===== src/rtl/ksc_pkg.sv =====
package ksc_pkg;

	// ----------------------------------------------------------------
	// Register offsets
	// ----------------------------------------------------------------
	localparam logic [7:0] OFS_QUEUE = 8'h00;
	localparam logic [7:0] OFS_CFG = 8'h01;
	localparam logic [7:0] OFS_DEB = 8'h02;
	localparam logic [7:0] OFS_KINT = 8'h03;
	localparam logic [7:0] OFS_PORTS = 8'h04;
	localparam logic [7:0] OFS_REP = 8'h05;
	localparam logic [7:0] OFS_SLEEP = 8'h06;

	// ----------------------------------------------------------------
	// Power-up values
	// ----------------------------------------------------------------
	localparam logic [7:0] RST_CFG = 8'h0a;
	localparam logic [7:0] RST_DEB = 8'hff;
	localparam logic [7:0] RST_KINT = 8'h00;
	localparam logic [7:0] RST_PORTS = 8'hfe;
	localparam logic [7:0] RST_REP = 8'h00;
	localparam logic [7:0] RST_SLEEP = 8'h07;

	// ----------------------------------------------------------------
	// Field positions and codes
	// ----------------------------------------------------------------
	localparam int CFG_AWAKE_BIT = 7;
	localparam int CFG_IRQ_POLICY_BIT = 5;
	localparam int CFG_RELEASE_BIT = 3;
	localparam int CFG_AUTOWAKE_BIT = 1;
	localparam int PORTS_IRQ_BIT = 1;
	localparam int PORTS_COL_LSB = 2;
	localparam int REP_EN_BIT = 7;
	localparam logic [7:0] CODE_EMPTY = 8'h3f;
	localparam logic [6:0] CODE_REPEAT = 7'h7e;
	localparam logic [5:0] KEY_62 = 6'h3e;
	localparam logic [4:0] DEB_BASE_MS = 5'h09;
	localparam logic [2:0] GPO_NONE_CODE = 3'h7;
	localparam logic [2:0] GPO_MAX_COLS = 3'h6;

	// ----------------------------------------------------------------
	// Timing
	// ----------------------------------------------------------------
	localparam int OSC_KHZ = 128;
	localparam int TICK_KHZ = 64;
	localparam int TICKS_PER_MS = TICK_KHZ;
	localparam logic [6:0] TICKS_PER_MS_M1 = 7'(TICKS_PER_MS - 1);
	localparam logic [1:0] WAKE_MS = 2'h2;
	localparam logic [15:0] SLEEP_STEP_MS = 16'h0200;

	// ----------------------------------------------------------------
	// Queue
	// ----------------------------------------------------------------
	localparam int QUEUE_DEPTH = 16;
	localparam int QUEUE_AW = 4;

	typedef struct packed {
		logic rel;
		logic [5:0] key;
	} ksc_entry_t;

endpackage


===== src/rtl/ksc_top.sv =====
module ksc_top (
	input wire logic clk,
	input wire logic reset,
	input wire logic osc_128k,
	input wire logic [63:0] key_closed_raw,
	input wire logic reg_wr,
	input wire logic reg_rd,
	input wire logic [7:0] reg_addr,
	input wire logic [7:0] reg_wdata,
	output logic [7:0] reg_rdata,
	output logic key_event_irq_n,
	output logic key_event_irq_n_oe,
	output logic [5:0] matrix_column_outputs,
	output logic [5:0] matrix_column_outputs_oe,
	output logic matrix_sources_on
);

	// ----------------------------------------------------------------
	// Synchronisers
	// ----------------------------------------------------------------
	logic [63:0] key_s1_r, key_s2_r;
	logic osc_s1_r, osc_s2_r, osc_d_r;

	always_ff @(posedge clk) begin
		key_s1_r <= key_closed_raw;
		key_s2_r <= key_s1_r;
		osc_s1_r <= osc_128k;
		osc_s2_r <= osc_s1_r;
		osc_d_r <= osc_s2_r;
	end

	// ----------------------------------------------------------------
	// Registers and state
	// ----------------------------------------------------------------
	logic [7:0] cfg_r, cfg_nxt, deb_r, deb_nxt, kint_r, kint_nxt;
	logic [7:0] ports_r, ports_nxt, rep_r, rep_nxt, slp_r, slp_nxt;
	logic [7:0] rdata_r, rdata_nxt;
	logic half_r, half_nxt, tick;
	logic [6:0] tick_cnt_r, tick_cnt_nxt;
	logic ms_pulse;
	logic [5:0] per_cnt_r, per_cnt_nxt;
	logic period;
	logic [63:0] prev_r, prev_nxt, rep_keys_r, rep_keys_nxt;
	logic [5:0] stab_r, stab_nxt;
	logic [1:0] warm_r, warm_nxt;
	logic [7:0] rpt_cnt_r, rpt_cnt_nxt;
	logic rpt_first_r, rpt_first_nxt;
	logic [15:0] idle_r, idle_nxt;
	logic tim_act_r, tim_act_nxt;
	logic [4:0] tim_cnt_r, tim_cnt_nxt;
	logic irq_r, irq_nxt;
	logic irq_oe_r, irq_oe_nxt;
	logic [5:0] col_oe_r, col_oe_nxt;
	logic src_on_r, src_on_nxt;

	logic [5:0] deb_ms, col_en;
	logic [63:0] masked, diff;
	logic [5:0] diff_idx;
	logic settled, key_evt, rpt_push, push;
	logic [7:0] rpt_limit;
	ksc_pkg::ksc_entry_t push_data, head;
	logic pop, q_full, q_empty;
	logic [4:0] q_count;
	logic [2:0] gpo_code;
	logic [2:0] gpo_cols;
	logic awake, any_key;
	logic q_read;

	ksc_queue u_queue (
		.clk(clk),
		.reset(reset),
		.push(push),
		.push_data(push_data),
		.pop(pop),
		.head(head),
		.count(q_count),
		.full(q_full),
		.empty(q_empty)
	);

	// ----------------------------------------------------------------
	// Combinational decode
	// ----------------------------------------------------------------
	always_comb begin
		tick = osc_s2_r && !osc_d_r && half_r;
		ms_pulse = tick && (tick_cnt_r == ksc_pkg::TICKS_PER_MS_M1);
		deb_ms = {1'b0, deb_r[4:0]} + {1'b0, ksc_pkg::DEB_BASE_MS};
		period = ms_pulse && (per_cnt_r + 6'h01 >= deb_ms);
		gpo_code = deb_r[7:5];
		gpo_cols = 3'h0;
		if (gpo_code == 3'h0) begin
			gpo_cols = ksc_pkg::GPO_MAX_COLS;
		end else if (gpo_code != ksc_pkg::GPO_NONE_CODE) begin
			gpo_cols = ksc_pkg::GPO_NONE_CODE - gpo_code;
		end
		for (int c = 0; c < 6; c++) begin
			col_en[c] = (3'(c) < gpo_cols);
		end
		masked = key_s2_r;
		for (int c = 0; c < 6; c++) begin
			if (col_en[c]) begin
				masked[(c + 2) * 8 +: 8] = 8'h00;
			end
		end
		awake = cfg_r[ksc_pkg::CFG_AWAKE_BIT];
		any_key = |masked;
		settled = awake && (warm_r == 2'h0) && (stab_r >= deb_ms);
		diff = settled ? (masked ^ rep_keys_r) : 64'h0;
		diff_idx = 6'h00;
		for (int i = 63; i >= 0; i--) begin
			if (diff[i]) begin
				diff_idx = 6'(i);
			end
		end
		key_evt = |diff;
		push_data.key = diff_idx;
		push_data.rel = !masked[diff_idx];
		rpt_limit = rpt_first_r ? {rep_r[3:0], 3'h0} + 8'h08
			: {3'h0, rep_r[6:4], 2'h0} + 8'h04;
		rpt_push = !key_evt && rep_r[ksc_pkg::REP_EN_BIT] && (|rep_keys_r)
			&& period && (rpt_cnt_r + 8'h01 >= rpt_limit);
		if (rpt_push) begin
			push_data = ksc_pkg::ksc_entry_t'(ksc_pkg::CODE_REPEAT);
		end
		push = rpt_push || (key_evt && (masked[diff_idx]
			|| cfg_r[ksc_pkg::CFG_RELEASE_BIT]));
		q_read = reg_rd && (reg_addr == ksc_pkg::OFS_QUEUE);
		pop = q_read && !q_empty;
	end

	// ----------------------------------------------------------------
	// Next state
	// ----------------------------------------------------------------
	always_comb begin
		cfg_nxt = cfg_r;
		deb_nxt = deb_r;
		kint_nxt = kint_r;
		ports_nxt = ports_r;
		rep_nxt = rep_r;
		slp_nxt = slp_r;
		half_nxt = (osc_s2_r && !osc_d_r) ? !half_r : half_r;
		tick_cnt_nxt = tick ? (ms_pulse ? 7'h00 : tick_cnt_r + 7'h01)
			: tick_cnt_r;
		per_cnt_nxt = period ? 6'h00 : (ms_pulse ? per_cnt_r + 6'h01
			: per_cnt_r);
		prev_nxt = masked;
		stab_nxt = stab_r;
		if (masked != prev_r || !awake || warm_r != 2'h0) begin
			stab_nxt = 6'h00;
		end else if (ms_pulse && stab_r != 6'h3f) begin
			stab_nxt = stab_r + 6'h01;
		end
		rep_keys_nxt = rep_keys_r;
		if (key_evt) begin
			rep_keys_nxt[diff_idx] = masked[diff_idx];
		end
		warm_nxt = (ms_pulse && warm_r != 2'h0) ? warm_r - 2'h1 : warm_r;
		rpt_cnt_nxt = period ? rpt_cnt_r + 8'h01 : rpt_cnt_r;
		rpt_first_nxt = rpt_first_r;
		if (key_evt) begin
			rpt_cnt_nxt = 8'h00;
			rpt_first_nxt = 1'b1;
		end else if (rpt_push) begin
			rpt_cnt_nxt = 8'h00;
			rpt_first_nxt = 1'b0;
		end
		idle_nxt = (any_key || key_evt || !awake) ? 16'h0000
			: (ms_pulse ? idle_r + 16'h0001 : idle_r);
		if (awake && slp_r[2:0] != 3'h0
			&& idle_r > 16'(slp_r[2:0] * ksc_pkg::SLEEP_STEP_MS)) begin
			cfg_nxt[ksc_pkg::CFG_AWAKE_BIT] = 1'b0;
		end
		if (!awake && cfg_r[ksc_pkg::CFG_AUTOWAKE_BIT] && any_key) begin
			cfg_nxt[ksc_pkg::CFG_AWAKE_BIT] = 1'b1;
			warm_nxt = ksc_pkg::WAKE_MS;
		end
		if (reg_wr) begin
			case (reg_addr)
				ksc_pkg::OFS_CFG: begin
					cfg_nxt = reg_wdata;
					if (!awake && reg_wdata[ksc_pkg::CFG_AWAKE_BIT]) begin
						warm_nxt = ksc_pkg::WAKE_MS;
					end
				end
				ksc_pkg::OFS_DEB: deb_nxt = reg_wdata;
				ksc_pkg::OFS_KINT: kint_nxt = reg_wdata;
				ksc_pkg::OFS_PORTS: ports_nxt = reg_wdata;
				ksc_pkg::OFS_REP: rep_nxt = reg_wdata;
				ksc_pkg::OFS_SLEEP: slp_nxt = reg_wdata;
				default: begin
				end
			endcase
		end
		rdata_nxt = rdata_r;
		if (reg_rd) begin
			case (reg_addr)
				ksc_pkg::OFS_QUEUE: begin
					if (q_empty) begin
						rdata_nxt = ksc_pkg::CODE_EMPTY;
					end else if (head.key >= ksc_pkg::KEY_62) begin
						rdata_nxt = {1'b0, head};
					end else begin
						rdata_nxt = {q_count > 5'h01, head};
					end
				end
				ksc_pkg::OFS_CFG: rdata_nxt = cfg_r;
				ksc_pkg::OFS_DEB: rdata_nxt = deb_r;
				ksc_pkg::OFS_KINT: rdata_nxt = kint_r;
				ksc_pkg::OFS_PORTS: rdata_nxt = ports_r;
				ksc_pkg::OFS_REP: rdata_nxt = rep_r;
				ksc_pkg::OFS_SLEEP: rdata_nxt = slp_r;
				default: rdata_nxt = 8'h00;
			endcase
		end
		tim_act_nxt = tim_act_r;
		tim_cnt_nxt = tim_cnt_r;
		irq_nxt = irq_r;
		if (q_read && (!cfg_r[ksc_pkg::CFG_IRQ_POLICY_BIT]
			|| q_count <= 5'h01)) begin
			irq_nxt = 1'b0;
		end
		if (push) begin
			tim_act_nxt = 1'b1;
			tim_cnt_nxt = 5'h00;
		end else if (tim_act_r && period) begin
			tim_cnt_nxt = tim_cnt_r + 5'h01;
			if (kint_r[4:0] != 5'h00 && tim_cnt_r + 5'h01 >= kint_r[4:0]) begin
				irq_nxt = 1'b1;
				tim_act_nxt = 1'b0;
			end
		end
		if (kint_r[7:5] != 3'h0 && q_count >= {1'b0, kint_r[7:5], 1'b0}) begin
			irq_nxt = 1'b1;
		end
		if (kint_r == 8'h00) begin
			irq_oe_nxt = !ports_r[ksc_pkg::PORTS_IRQ_BIT];
		end else begin
			irq_oe_nxt = irq_nxt;
		end
		col_oe_nxt = col_en & ~ports_r[ksc_pkg::PORTS_COL_LSB +: 6];
		src_on_nxt = cfg_nxt[ksc_pkg::CFG_AWAKE_BIT];
	end

	// ----------------------------------------------------------------
	// State registers
	// ----------------------------------------------------------------
	always_ff @(posedge clk) begin
		if (reset) begin
			cfg_r <= ksc_pkg::RST_CFG;
			deb_r <= ksc_pkg::RST_DEB;
			kint_r <= ksc_pkg::RST_KINT;
			ports_r <= ksc_pkg::RST_PORTS;
			rep_r <= ksc_pkg::RST_REP;
			slp_r <= ksc_pkg::RST_SLEEP;
			rdata_r <= 8'h00;
			half_r <= 1'b0;
			tick_cnt_r <= 7'h00;
			per_cnt_r <= 6'h00;
			prev_r <= 64'h0;
			rep_keys_r <= 64'h0;
			stab_r <= 6'h00;
			warm_r <= 2'h0;
			rpt_cnt_r <= 8'h00;
			rpt_first_r <= 1'b1;
			idle_r <= 16'h0000;
			tim_act_r <= 1'b0;
			tim_cnt_r <= 5'h00;
			irq_r <= 1'b0;
			irq_oe_r <= 1'b0;
			col_oe_r <= 6'h00;
			src_on_r <= 1'b0;
		end else begin
			cfg_r <= cfg_nxt;
			deb_r <= deb_nxt;
			kint_r <= kint_nxt;
			ports_r <= ports_nxt;
			rep_r <= rep_nxt;
			slp_r <= slp_nxt;
			rdata_r <= rdata_nxt;
			half_r <= half_nxt;
			tick_cnt_r <= tick_cnt_nxt;
			per_cnt_r <= per_cnt_nxt;
			prev_r <= prev_nxt;
			rep_keys_r <= rep_keys_nxt;
			stab_r <= stab_nxt;
			warm_r <= warm_nxt;
			rpt_cnt_r <= rpt_cnt_nxt;
			rpt_first_r <= rpt_first_nxt;
			idle_r <= idle_nxt;
			tim_act_r <= tim_act_nxt;
			tim_cnt_r <= tim_cnt_nxt;
			irq_r <= irq_nxt;
			irq_oe_r <= irq_oe_nxt;
			col_oe_r <= col_oe_nxt;
			src_on_r <= src_on_nxt;
		end
	end

	// Open-drain pins only ever pull low; the enable carries the level.
	always_ff @(posedge clk) begin
		key_event_irq_n <= 1'b0;
		matrix_column_outputs <= 6'h00;
	end

	assign reg_rdata = rdata_r;
	assign key_event_irq_n_oe = irq_oe_r;
	assign matrix_column_outputs_oe = col_oe_r;
	assign matrix_sources_on = src_on_r;
endmodule


===== src/rtl/ksc_queue.sv =====
module ksc_queue (
	input wire logic clk,
	input wire logic reset,
	input wire logic push,
	input ksc_pkg::ksc_entry_t push_data,
	input wire logic pop,
	output ksc_pkg::ksc_entry_t head,
	output logic [4:0] count,
	output logic full,
	output logic empty
);

	ksc_pkg::ksc_entry_t mem_r [ksc_pkg::QUEUE_DEPTH];
	logic [3:0] wp_r, wp_nxt, rp_r, rp_nxt;
	logic [4:0] cnt_r, cnt_nxt;
	logic do_push, do_pop;

	assign full = (cnt_r == 5'(ksc_pkg::QUEUE_DEPTH));
	assign empty = (cnt_r == 5'h00);
	assign count = cnt_r;
	assign head = mem_r[rp_r];

	// Full queue drops new entries; stored ones are never overwritten.
	always_comb begin
		do_push = push && !full;
		do_pop = pop && !empty;
		wp_nxt = do_push ? wp_r + 4'h1 : wp_r;
		rp_nxt = do_pop ? rp_r + 4'h1 : rp_r;
		cnt_nxt = cnt_r;
		if (do_push && !do_pop) begin
			cnt_nxt = cnt_r + 5'h01;
		end else if (do_pop && !do_push) begin
			cnt_nxt = cnt_r - 5'h01;
		end
	end

	always_ff @(posedge clk) begin
		if (reset) begin
			wp_r <= 4'h0;
			rp_r <= 4'h0;
			cnt_r <= 5'h00;
		end else begin
			wp_r <= wp_nxt;
			rp_r <= rp_nxt;
			cnt_r <= cnt_nxt;
		end
		if (do_push) begin
			mem_r[wp_r] <= push_data;
		end
	end

endmodule


===== config.mk =====
export PLATFORM = sky130hd
export DESIGN_NAME = ksc_top
export DESIGN_NICKNAME = d
export VERILOG_FILES = /design/src/rtl/ksc_pkg.sv /design/src/rtl/ksc_top.sv /design/src/rtl/ksc_queue.sv
export SDC_FILE = /design/constraint.sdc
export NUM_CORES = 1
export LEC_CHECK = 0
export BUFFER_PORTS_ARGS = -buffer_cell sky130_fd_sc_hd__buf_2
export CAP_MARGIN = 40
export CORE_MARGIN = 2
export CORE_UTILIZATION = 39
export CTS_BUF_LIST = sky130_fd_sc_hd__clkbuf_16
export DETAILED_ROUTE_END_ITERATION = 12
export PLACE_DENSITY_LB_ADDON = 0.05
export SYNTH_ARGS = -nofsm -noshare
export SYNTH_HDL_FRONTEND = slang
export SYNTH_SLANG_ARGS = --single-unit

===== constraint.sdc =====
create_clock -name clk -period 7.37 [get_ports clk]
set_input_delay 1.474 -clock clk [delete_from_list [all_inputs] [get_ports clk]]
set_output_delay 1.474 -clock clk [all_outputs]
set_load 0.01 [all_outputs]

======== Yosys cells after proc, flatten, opt, wreduce, memory -nomap -nowiden ========
Memories as Yosys holds them, arrays and structs flattened. A register that Yosys moved wholly into a read port is not among the register bits.
Cells that the tools add are included.
word-level totals
  register bits after elaboration ......... 389
  RAM bits ................................ 112
  input bits .............................. 85
  output and inout port bits .............. 23
  logic and storage cells ................. 261
  memories ................................ 1
memory list
  name           depth  width  read ports  clocked after memory_dff  write ports  line             RTL
  u_queue.mem_r  16     7      1           1                         1            ksc_queue.sv:13  ksc_pkg::ksc_entry_t mem_r [ksc_pkg::QUEUE_DEPTH];
cells by class
  add/subtract/negate cells ............... 15
  $lt $le $gt $ge ......................... 17
  equal/unequal tests ..................... 11
  mux-type cells .......................... 108
  bitwise operators ....................... 3
  reductions and logical operators ........ 75
operators by type and width
  cell                                            count
  2-to-1 mux 6 bit                                64
  OR reduction 64 bit                             3
  2-to-1 mux 8 bit                                11
  OR reduction 66 bit                             1
  OR reduction 65 bit                             1
  bitwise mux 64 bit                              1
  2-to-1 mux 64 bit                               1
  inequality test 64 bit                          1
  bitwise XOR 64 bit                              1
  one-hot mux 8 bit (7 select lines)              1
  logical AND 1 bit                               29
  == test 8 x 3 -> 1 bit (second input constant)  3
  adder 16 x 1 -> 16 bit (second input constant)  1
  == test 8 x 2 -> 1 bit (second input constant)  2
  > comparator 16 x 12 -> 1 bit                   1
  logical NOT 8 bit                               2
  2-to-1 mux 1 bit                                15
  2-to-1 mux 7 bit                                2
  AND reduction 2 bit                             7
  adder 6 x 1 -> 6 bit (second input constant)    2
  >= comparator 6 bit                             2
  logical NOT 1 bit                               11
  adder 5 x 1 -> 5 bit (second input constant)    2
  2-to-1 mux 2 bit                                5
  other kinds (40)                                60

======== Depth between registers and ports, before layout ========
  word-level depth ........................ 81
  gate-level depth with buffers ........... 27

======== Hierarchy ========
A second synthesis with hierarchy kept.
unflattened totals
  cell total of the unflattened synthesis .. 2449
  area, all modules ....................... 23657.7 um^2
by module, submodules not included
  module     times used  cells an instance  area each (um^2)  seq. area each (um^2)
  ksc_top    1           2164               18531.5           7527.2
  ksc_queue  1           285                5126.2            3703.6

======== Worst setup path after synthesis ========
Ideal clock, no wire load.
  kind .................................... reg-to-reg
  start point ............................. register deb_r[2]
  end point ............................... register u_queue.cnt_r[4] (netlist: u_queue.count[4])
  setup time .............................. 70 ps
  data arrival time ....................... 5183 ps
  slack ................................... 2117 ps
  stages on the path, launching flop included .. 25
  buffers on the path ..................... 3
  clock period less this slack ............ 5253 ps
  cell sequence ........................... dfxtp_1 and3_1 o21ai_0 ha_1 or4_1 a21oi_1 o32ai_1 nand2_1 nor4b_2 a32o_1 nand2_1 buf_4 a21oi_1 a211oi_1 a211o_1 a32o_1 o41ai_4 a21oi_2 buf_2 ha_1 clkbuf_1 nor2_1 a41oi_1 or3_1 a21oi_1
on the way
  longest elaborated chain between the ends .. 77
ends and longest elaborated chain
  element                                 line             RTL
  from (decl)                             ksc_top.sv:35    logic [7:0] cfg_r, cfg_nxt, deb_r, deb_nxt, kint_r, kint_nxt;
  from (signal assigned)                  ksc_top.sv:250   deb_r <= ksc_pkg::RST_DEB;
  from (signal assigned)                  ksc_top.sv:274   deb_r <= deb_nxt;
  adder 5 x 4 -> 6 bit *                  ksc_top.sv:87    deb_ms = {1'b0, deb_r[4:0]} + {1'b0, ksc_pkg::DEB_BASE_MS};
  >= comparator 6 bit                     ksc_top.sv:107   settled = awake && (warm_r == 2'h0) && (stab_r >= deb_ms);
  logical AND 1 bit                       ksc_top.sv:107
  2-to-1 mux 64 bit                       ksc_top.sv:108   diff = settled ? (masked ^ rep_keys_r) : 64'h0;
  2-to-1 mux 6 bit (64 in a row)          ksc_top.sv:111   if (diff[i]) begin
  binary-select mux 1 bit (select 6 bit)  ksc_top.sv:125   push = rpt_push || (key_evt && (masked[diff_idx]
  2-to-1 mux 1 bit (implied by the code)  ksc_top.sv:125
  logical OR 1 bit                        ksc_top.sv:126   || cfg_r[ksc_pkg::CFG_RELEASE_BIT]));
  logical AND 1 bit                       ksc_top.sv:125
  logical OR 1 bit *                      ksc_top.sv:125
  logical AND 1 bit *                     ksc_queue.sv:25  do_push = push && !full;
  via u_queue.do_push                     ksc_queue.sv:16  logic do_push, do_pop;
  logical NOT 1 bit                       ksc_queue.sv:32  end else if (do_pop && !do_push) begin
  logical AND 1 bit                       ksc_queue.sv:32
  nonzero test 2 bit (no source line)     --
  to (signal assigned)                    ksc_queue.sv:45  cnt_r <= cnt_nxt;
  to (decl)                               ksc_queue.sv:15  logic [4:0] cnt_r, cnt_nxt;
Mark *: on every way through the listed nets, which the timed path passes. The rest lies on a longest branch. The select of a mux whose other input is x is not followed.
A chain may end at the register's enable or synchronous reset.

======== Final worst setup path ========
  start point ............................. register deb_r[6]
  end point ............................... memory u_queue.mem_r[7][0] (netlist name) (enable)
on the way
  longest elaborated chain between the ends .. 79
ends and longest elaborated chain
  element                                                    line                          RTL
  subtractor 3 bit or inequality test 3 bit (tied branches)  ksc_top.sv:94, ksc_top.sv:93
  2-to-1 mux 3 bit                                           ksc_top.sv:93                 end else if (gpo_code != ksc_pkg::GPO_NONE_CODE) begin
  2-to-1 mux 3 bit *                                         ksc_top.sv:91                 if (gpo_code == 3'h0) begin
  less-than comparator 3 bit                                 ksc_top.sv:97                 col_en[c] = (3'(c) < gpo_cols);
  2-to-1 mux 8 bit                                           ksc_top.sv:101                if (col_en[c]) begin
  bitwise XOR 64 bit                                         ksc_top.sv:108
  2-to-1 mux 64 bit                                          ksc_top.sv:108
  2-to-1 mux 6 bit (64 in a row)                             ksc_top.sv:111
  binary-select mux 1 bit (select 6 bit)                     ksc_top.sv:125
  2-to-1 mux 1 bit (implied by the code)                     ksc_top.sv:125
  logical OR 1 bit                                           ksc_top.sv:126
  logical AND 1 bit                                          ksc_top.sv:125
  logical OR 1 bit *                                         ksc_top.sv:125
  logical AND 1 bit *                                        ksc_queue.sv:25
  2-to-1 mux 1 bit *                                         ksc_queue.sv:47               if (do_push) begin
  2-to-1 mux 1 bit (implied by the code) *                   ksc_queue.sv:48               mem_r[wp_r] <= push_data;
  to (decl)                                                  ksc_queue.sv:13
Mark *: on every way between the ends. The rest lies on a longest branch, timed or not. The select of a mux whose other input is x is not followed.

==> impl_metrics.prom <==
# TYPE chip_impl_metric gauge
chip_impl_metric{name="drtPass1Iterations",unit=""} 6
chip_impl_metric{name="placed_cell_area",unit="um^2"} 24490
chip_impl_metric{name="placed_cells",unit=""} 3212
chip_impl_metric{name="max-cap-violations",unit=""} 0
chip_impl_metric{name="clock_sinks",unit=""} 505
chip_impl_info{name="top_layer",value="met4"} 1
chip_impl_metric{name="post_cts.repair.setup_buffers",unit=""} 0
chip_impl_metric{name="ant_nets",unit=""} 0
chip_impl_metric{name="internal_power",unit="mW"} 4.649
chip_impl_metric{name="power.share.switching",unit="%"} 24.03
chip_impl_info{name="clock_tree.root_cell",value="clkbuf_16"} 1
chip_impl_metric{name="first_iter_violations",unit=""} 1878
chip_impl_metric{name="synthesis.area_per_instance",unit="um^2"} 9.553
chip_impl_metric{name="worst_hold_path.num_cells",unit=""} 0
chip_impl_metric{name="cts-resized-gates",unit=""} 0
chip_impl_metric{name="dpl.hpwl",unit="mm"} 58.43
chip_impl_metric{name="detailroute.wirelength.met2",unit="mm"} 34.04
chip_impl_info{name="worst_setup_path_start_kind",value="register"} 1
chip_impl_metric{name="pwr-share-comb",unit="%"} 4.0
chip_impl_metric{name="floorplan.die_area",unit="um^2"} 61690
chip_impl_metric{name="portion_of_the_post_synthesis_area_used_by_sequential_elements",unit="%"} 48.22
chip_impl_metric{name="ios",unit=""} 108
chip_impl_metric{name="synthArstFlopShare",unit="%"} 0
chip_impl_metric{name="final_hold_viols",unit=""} 0
chip_impl_metric{name="grt_start_max_net_pins",unit=""} 72
chip_impl_info{name="synth_largest_area_cell",value="dfxtp_1"} 1
chip_impl_metric{name="yosys.cell_types.count",unit=""} 91
chip_impl_metric{name="total_power_consumption_of_the_routed_design",unit="mW"} 6.119
chip_impl_metric{name="residual_overflow_from_global_routing",unit=""} 0
chip_impl_metric{name="min_period_over_period",unit="%"} 84.62
chip_impl_metric{name="finalWorstPathRequiredPeriod",unit="ns"} 6.236
chip_impl_metric{name="post_cts_hold_buffer_count",unit=""} 0
chip_impl_metric{name="gpl.final_weighted_congestion",unit=""} 0.9983
chip_impl_metric{name="grt_first_pass_wirelength",unit="mm"} 119.0
chip_impl_metric{name="pwr-share-clk",unit="%"} 47.7
chip_impl_metric{name="worst_ir_drop_vdd",unit="V"} 0.0002778
chip_impl_metric{name="fin_setup_tns",unit="ns"} 0
chip_impl_metric{name="grt.total_usage",unit="%"} 25.90
chip_impl_metric{name="final_cell_count_no_fill",unit=""} 3318
chip_impl_metric{name="drv_slew",unit=""} 0
chip_impl_metric{name="timing.clock.skew",unit="ns"} 0.02745
chip_impl_info{name="ys_top_cells_by_area",value="dfxtp_1 (34%), edfxtp_1 (14%), nor2_1 (3.8%)"} 1
chip_impl_metric{name="floorplan.rows",unit=""} 89
chip_impl_info{name="grt_setup_unrepaired",value="false"} 1
chip_impl_info{name="timing.setup.critical_path_class",value="register to register"} 1
chip_impl_metric{name="p_leak",unit="nW"} 9.731
chip_impl_info{name="critical_path.endpoint_type",value="register"} 1
chip_impl_metric{name="drt_wirelength",unit="mm"} 80.18
chip_impl_metric{name="dr_total_vias",unit=""} 19140
chip_impl_metric{name="required",unit="ns"} 7.68
chip_impl_metric{name="worstMarginPinSlew",unit="ns"} 1.008
chip_impl_info{name="post-synth-top-count-cell",value="dfxtp_1"} 1
chip_impl_metric{name="number_of_antenna_violations_at_the_first_check_in_global_routing",unit=""} 1
chip_impl_metric{name="final_design_area_no_fill",unit="um^2"} 26430
chip_impl_metric{name="met3WireLength",unit="mm"} 6.253
chip_impl_metric{name="power_density",unit="nW/um^2"} 231.5
chip_impl_metric{name="ys_seq_elements",unit=""} 505
chip_impl_info{name="yosys-top-cells-count",value="dfxtp_1 (393), nor2_1 (234), nand2_1 (218), a21oi_1 (118), edfxtp_1 (112)"} 1
chip_impl_metric{name="drc",unit=""} 0
chip_impl_metric{name="syn_area",unit="um^2"} 23290
chip_impl_metric{name="worst_setup_hold_path_clk_slew",unit="ns"} 0.06
chip_impl_metric{name="count_of_flip_flops_with_a_built_in_enable_after_synthesis",unit=""} 112
chip_impl_metric{name="die-width",unit="um"} 248.4
chip_impl_metric{name="core_area",unit="um^2"} 59020
chip_impl_metric{name="cts_buffers",unit=""} 56
chip_impl_metric{name="worstPathArrival",unit="ns"} 6.55
chip_impl_metric{name="die_h",unit="um"} 248.4
chip_impl_metric{name="htree_levels",unit=""} 2
chip_impl_metric{name="port_buffers",unit=""} 100
chip_impl_metric{name="worstPathMaxFanout",unit=""} 24
chip_impl_metric{name="avgViaCountPerCell",unit=""} 5.769
chip_impl_metric{name="synth.yosys.warnings",unit=""} 0
chip_impl_info{name="postSynth.topFlopCell",value="dfxtp_1"} 1
chip_impl_metric{name="switchingPower",unit="mW"} 1.470
chip_impl_metric{name="synthDominantCellAreaShare",unit="%"} 33.78
chip_impl_info{name="timing.hold.worst.class",value="register to register"} 1
chip_impl_metric{name="timing.slew.headroom",unit="%"} 32.78
chip_impl_metric{name="route.detailed.wl_per_inst",unit="um"} 24.17
chip_impl_metric{name="starting_utilization_of_the_core_area",unit="%"} 39.46
chip_impl_metric{name="synthToLayoutAreaGrowth",unit="%"} 13.48
chip_impl_metric{name="syn_inst",unit=""} 2438
chip_impl_info{name="clock_tree_from_tritoncts",value="done"} 1
chip_impl_metric{name="setup-violations-final",unit=""} 0
chip_impl_metric{name="final_nets",unit=""} 2630
chip_impl_metric{name="wl_met1",unit="mm"} 37.33
chip_impl_metric{name="share_seq_of_total_power",unit="%"} 48.3
chip_impl_metric{name="max_clock_freq",unit="MHz"} 160.3
chip_impl_metric{name="clockBufferDepth",unit=""} 3
chip_impl_info{name="status",value="complete, no violations"} 1
chip_impl_metric{name="r2r_cells",unit=""} 15
chip_impl_metric{name="worst_skew_pair.late_latency",unit="ns"} 0.64
chip_impl_metric{name="timing.hold.ws",unit="ns"} 0.3246
chip_impl_metric{name="via_count_of_the_first_global_routing_pass",unit=""} 17990
chip_impl_metric{name="drive_above_1_share",unit="%"} 12.97
## routing by layer
metal / GRT usage [%] / vias up
li1: - / 8919
met1: 37.95 / 9335
met2: 38.35 / 739
met3: 4.579 / 149
met4: 8.613 / 0
met5: 0 / -
## placed cells by master (no fill, tap or decap), types with 27 or more instances in the layout
| cell type | netlist | layout |
|---|---|---|
| o21ai_0 | 85 | 84 |
| nand2b_1 | 41 | 41 |
| clkbuf_16 | 0 | 59 |
| ha_1 | 48 | 48 |
| xor2_1 | 91 | 91 |
| buf_2 | 18 | 103 |
| nor2b_1 | 41 | 41 |
| dfxtp_1 | 393 | 390 |
| a21oi_1 | 118 | 118 |
| nand2_1 | 218 | 218 |
| nand4_1 | 36 | 36 |
| inv_1 | 59 | 68 |
| xnor2_1 | 73 | 73 |
| and3_1 | 64 | 64 |
| buf_4 | 13 | 39 |
| mux4_2 | 35 | 35 |
| nor2_1 | 234 | 234 |
| nand3_1 | 104 | 104 |
| edfxtp_1 | 112 | 112 |
| nor3_1 | 108 | 107 |
| a22oi_1 | 27 | 27 |
| a31oi_1 | 35 | 35 |
## stage by stage
step                util (%)  setup WS, ns
finish                 44.78         1.134
global placement       41.37        0.9884
detailed placement     41.50         1.286
floorplan                  -         2.117
CTS                    44.78         1.274
global route           44.78        0.8570
## power by group through the flow
stage | Combinational [mW] | Clock [mW] | Sequential [mW]
after floorplan | 0.170 | 0 | 2.96
after global placement | 0.241 | 0 | 3.01
after detailed placement | 0.242 | 0 | 3.01
after CTS | 0.243 | 2.98 | 2.95
after global routing | 0.266 | 3.09 | 2.96
final | 0.247 | 2.92 | 2.95
## cell families after synthesis
kind of cell / share of synthesized area [%]
and+or+nand+nor: 21.25
xor gates and xnor gates: 6.167
muxes: 4.491
buffers and inverters: 3.997
adders and majority gates: 2.579
DFF: 48.22
AOI/OAI and AO/OA: 13.28
other: 0.01610
## critical path, cell delays in order, from the launching register on
cell,delay (ns)
dfxtp_2,0.70
buf_4,0.40
and2_1,0.39
o221ai_1,0.29
nor2_1,0.20
o311ai_0,0.15
o211ai_1,0.31
a32o_1,0.31
nand2_1,0.39
nor3_1,0.85
a22oi_1,0.20
a311oi_1,0.34
a31o_2,0.23
o41ai_4,0.15
a211oi_2,0.57
and2_1,0.41
## worst paths after layout
kind | slack [ns] | endpoint | startpoint
setup / recovery | 1.13 | u_queue.mem_r[7][0] | deb_r[6]
hold reg to reg | 0.32 | key_s2_r[24] | key_s1_r[24]
setup reg to reg | 1.13 | u_queue.mem_r[7][0] | deb_r[6]
hold / removal | 0.32 | key_s2_r[24] | key_s1_r[24]
## sequential cells by signal (all words and copies together), names as in the netlist, 16 cells and up, named ones only
signal,flops
idle_r,16
prev_r,64
rep_keys_r,64
key_s1_r,64
u_queue.mem_r,112
key_s2_r,64
## layout make-up
| cell class | instances | area, um^2 |
|---|---|---|
| fill | 5684 | 32590 |
| sequential | 505 | 11230 |
| multi-input combinational | 1722 | 11160 |
| clock buffer | 59 | 1476 |
| tap | 773 | 967.2 |
| timing repair buffer | 149 | 897.1 |
| clock inverter | 46 | 456.7 |
| inverter | 63 | 236.5 |
| antenna | 1 | 2.502 |
Power figures use the tool's default switching activity.
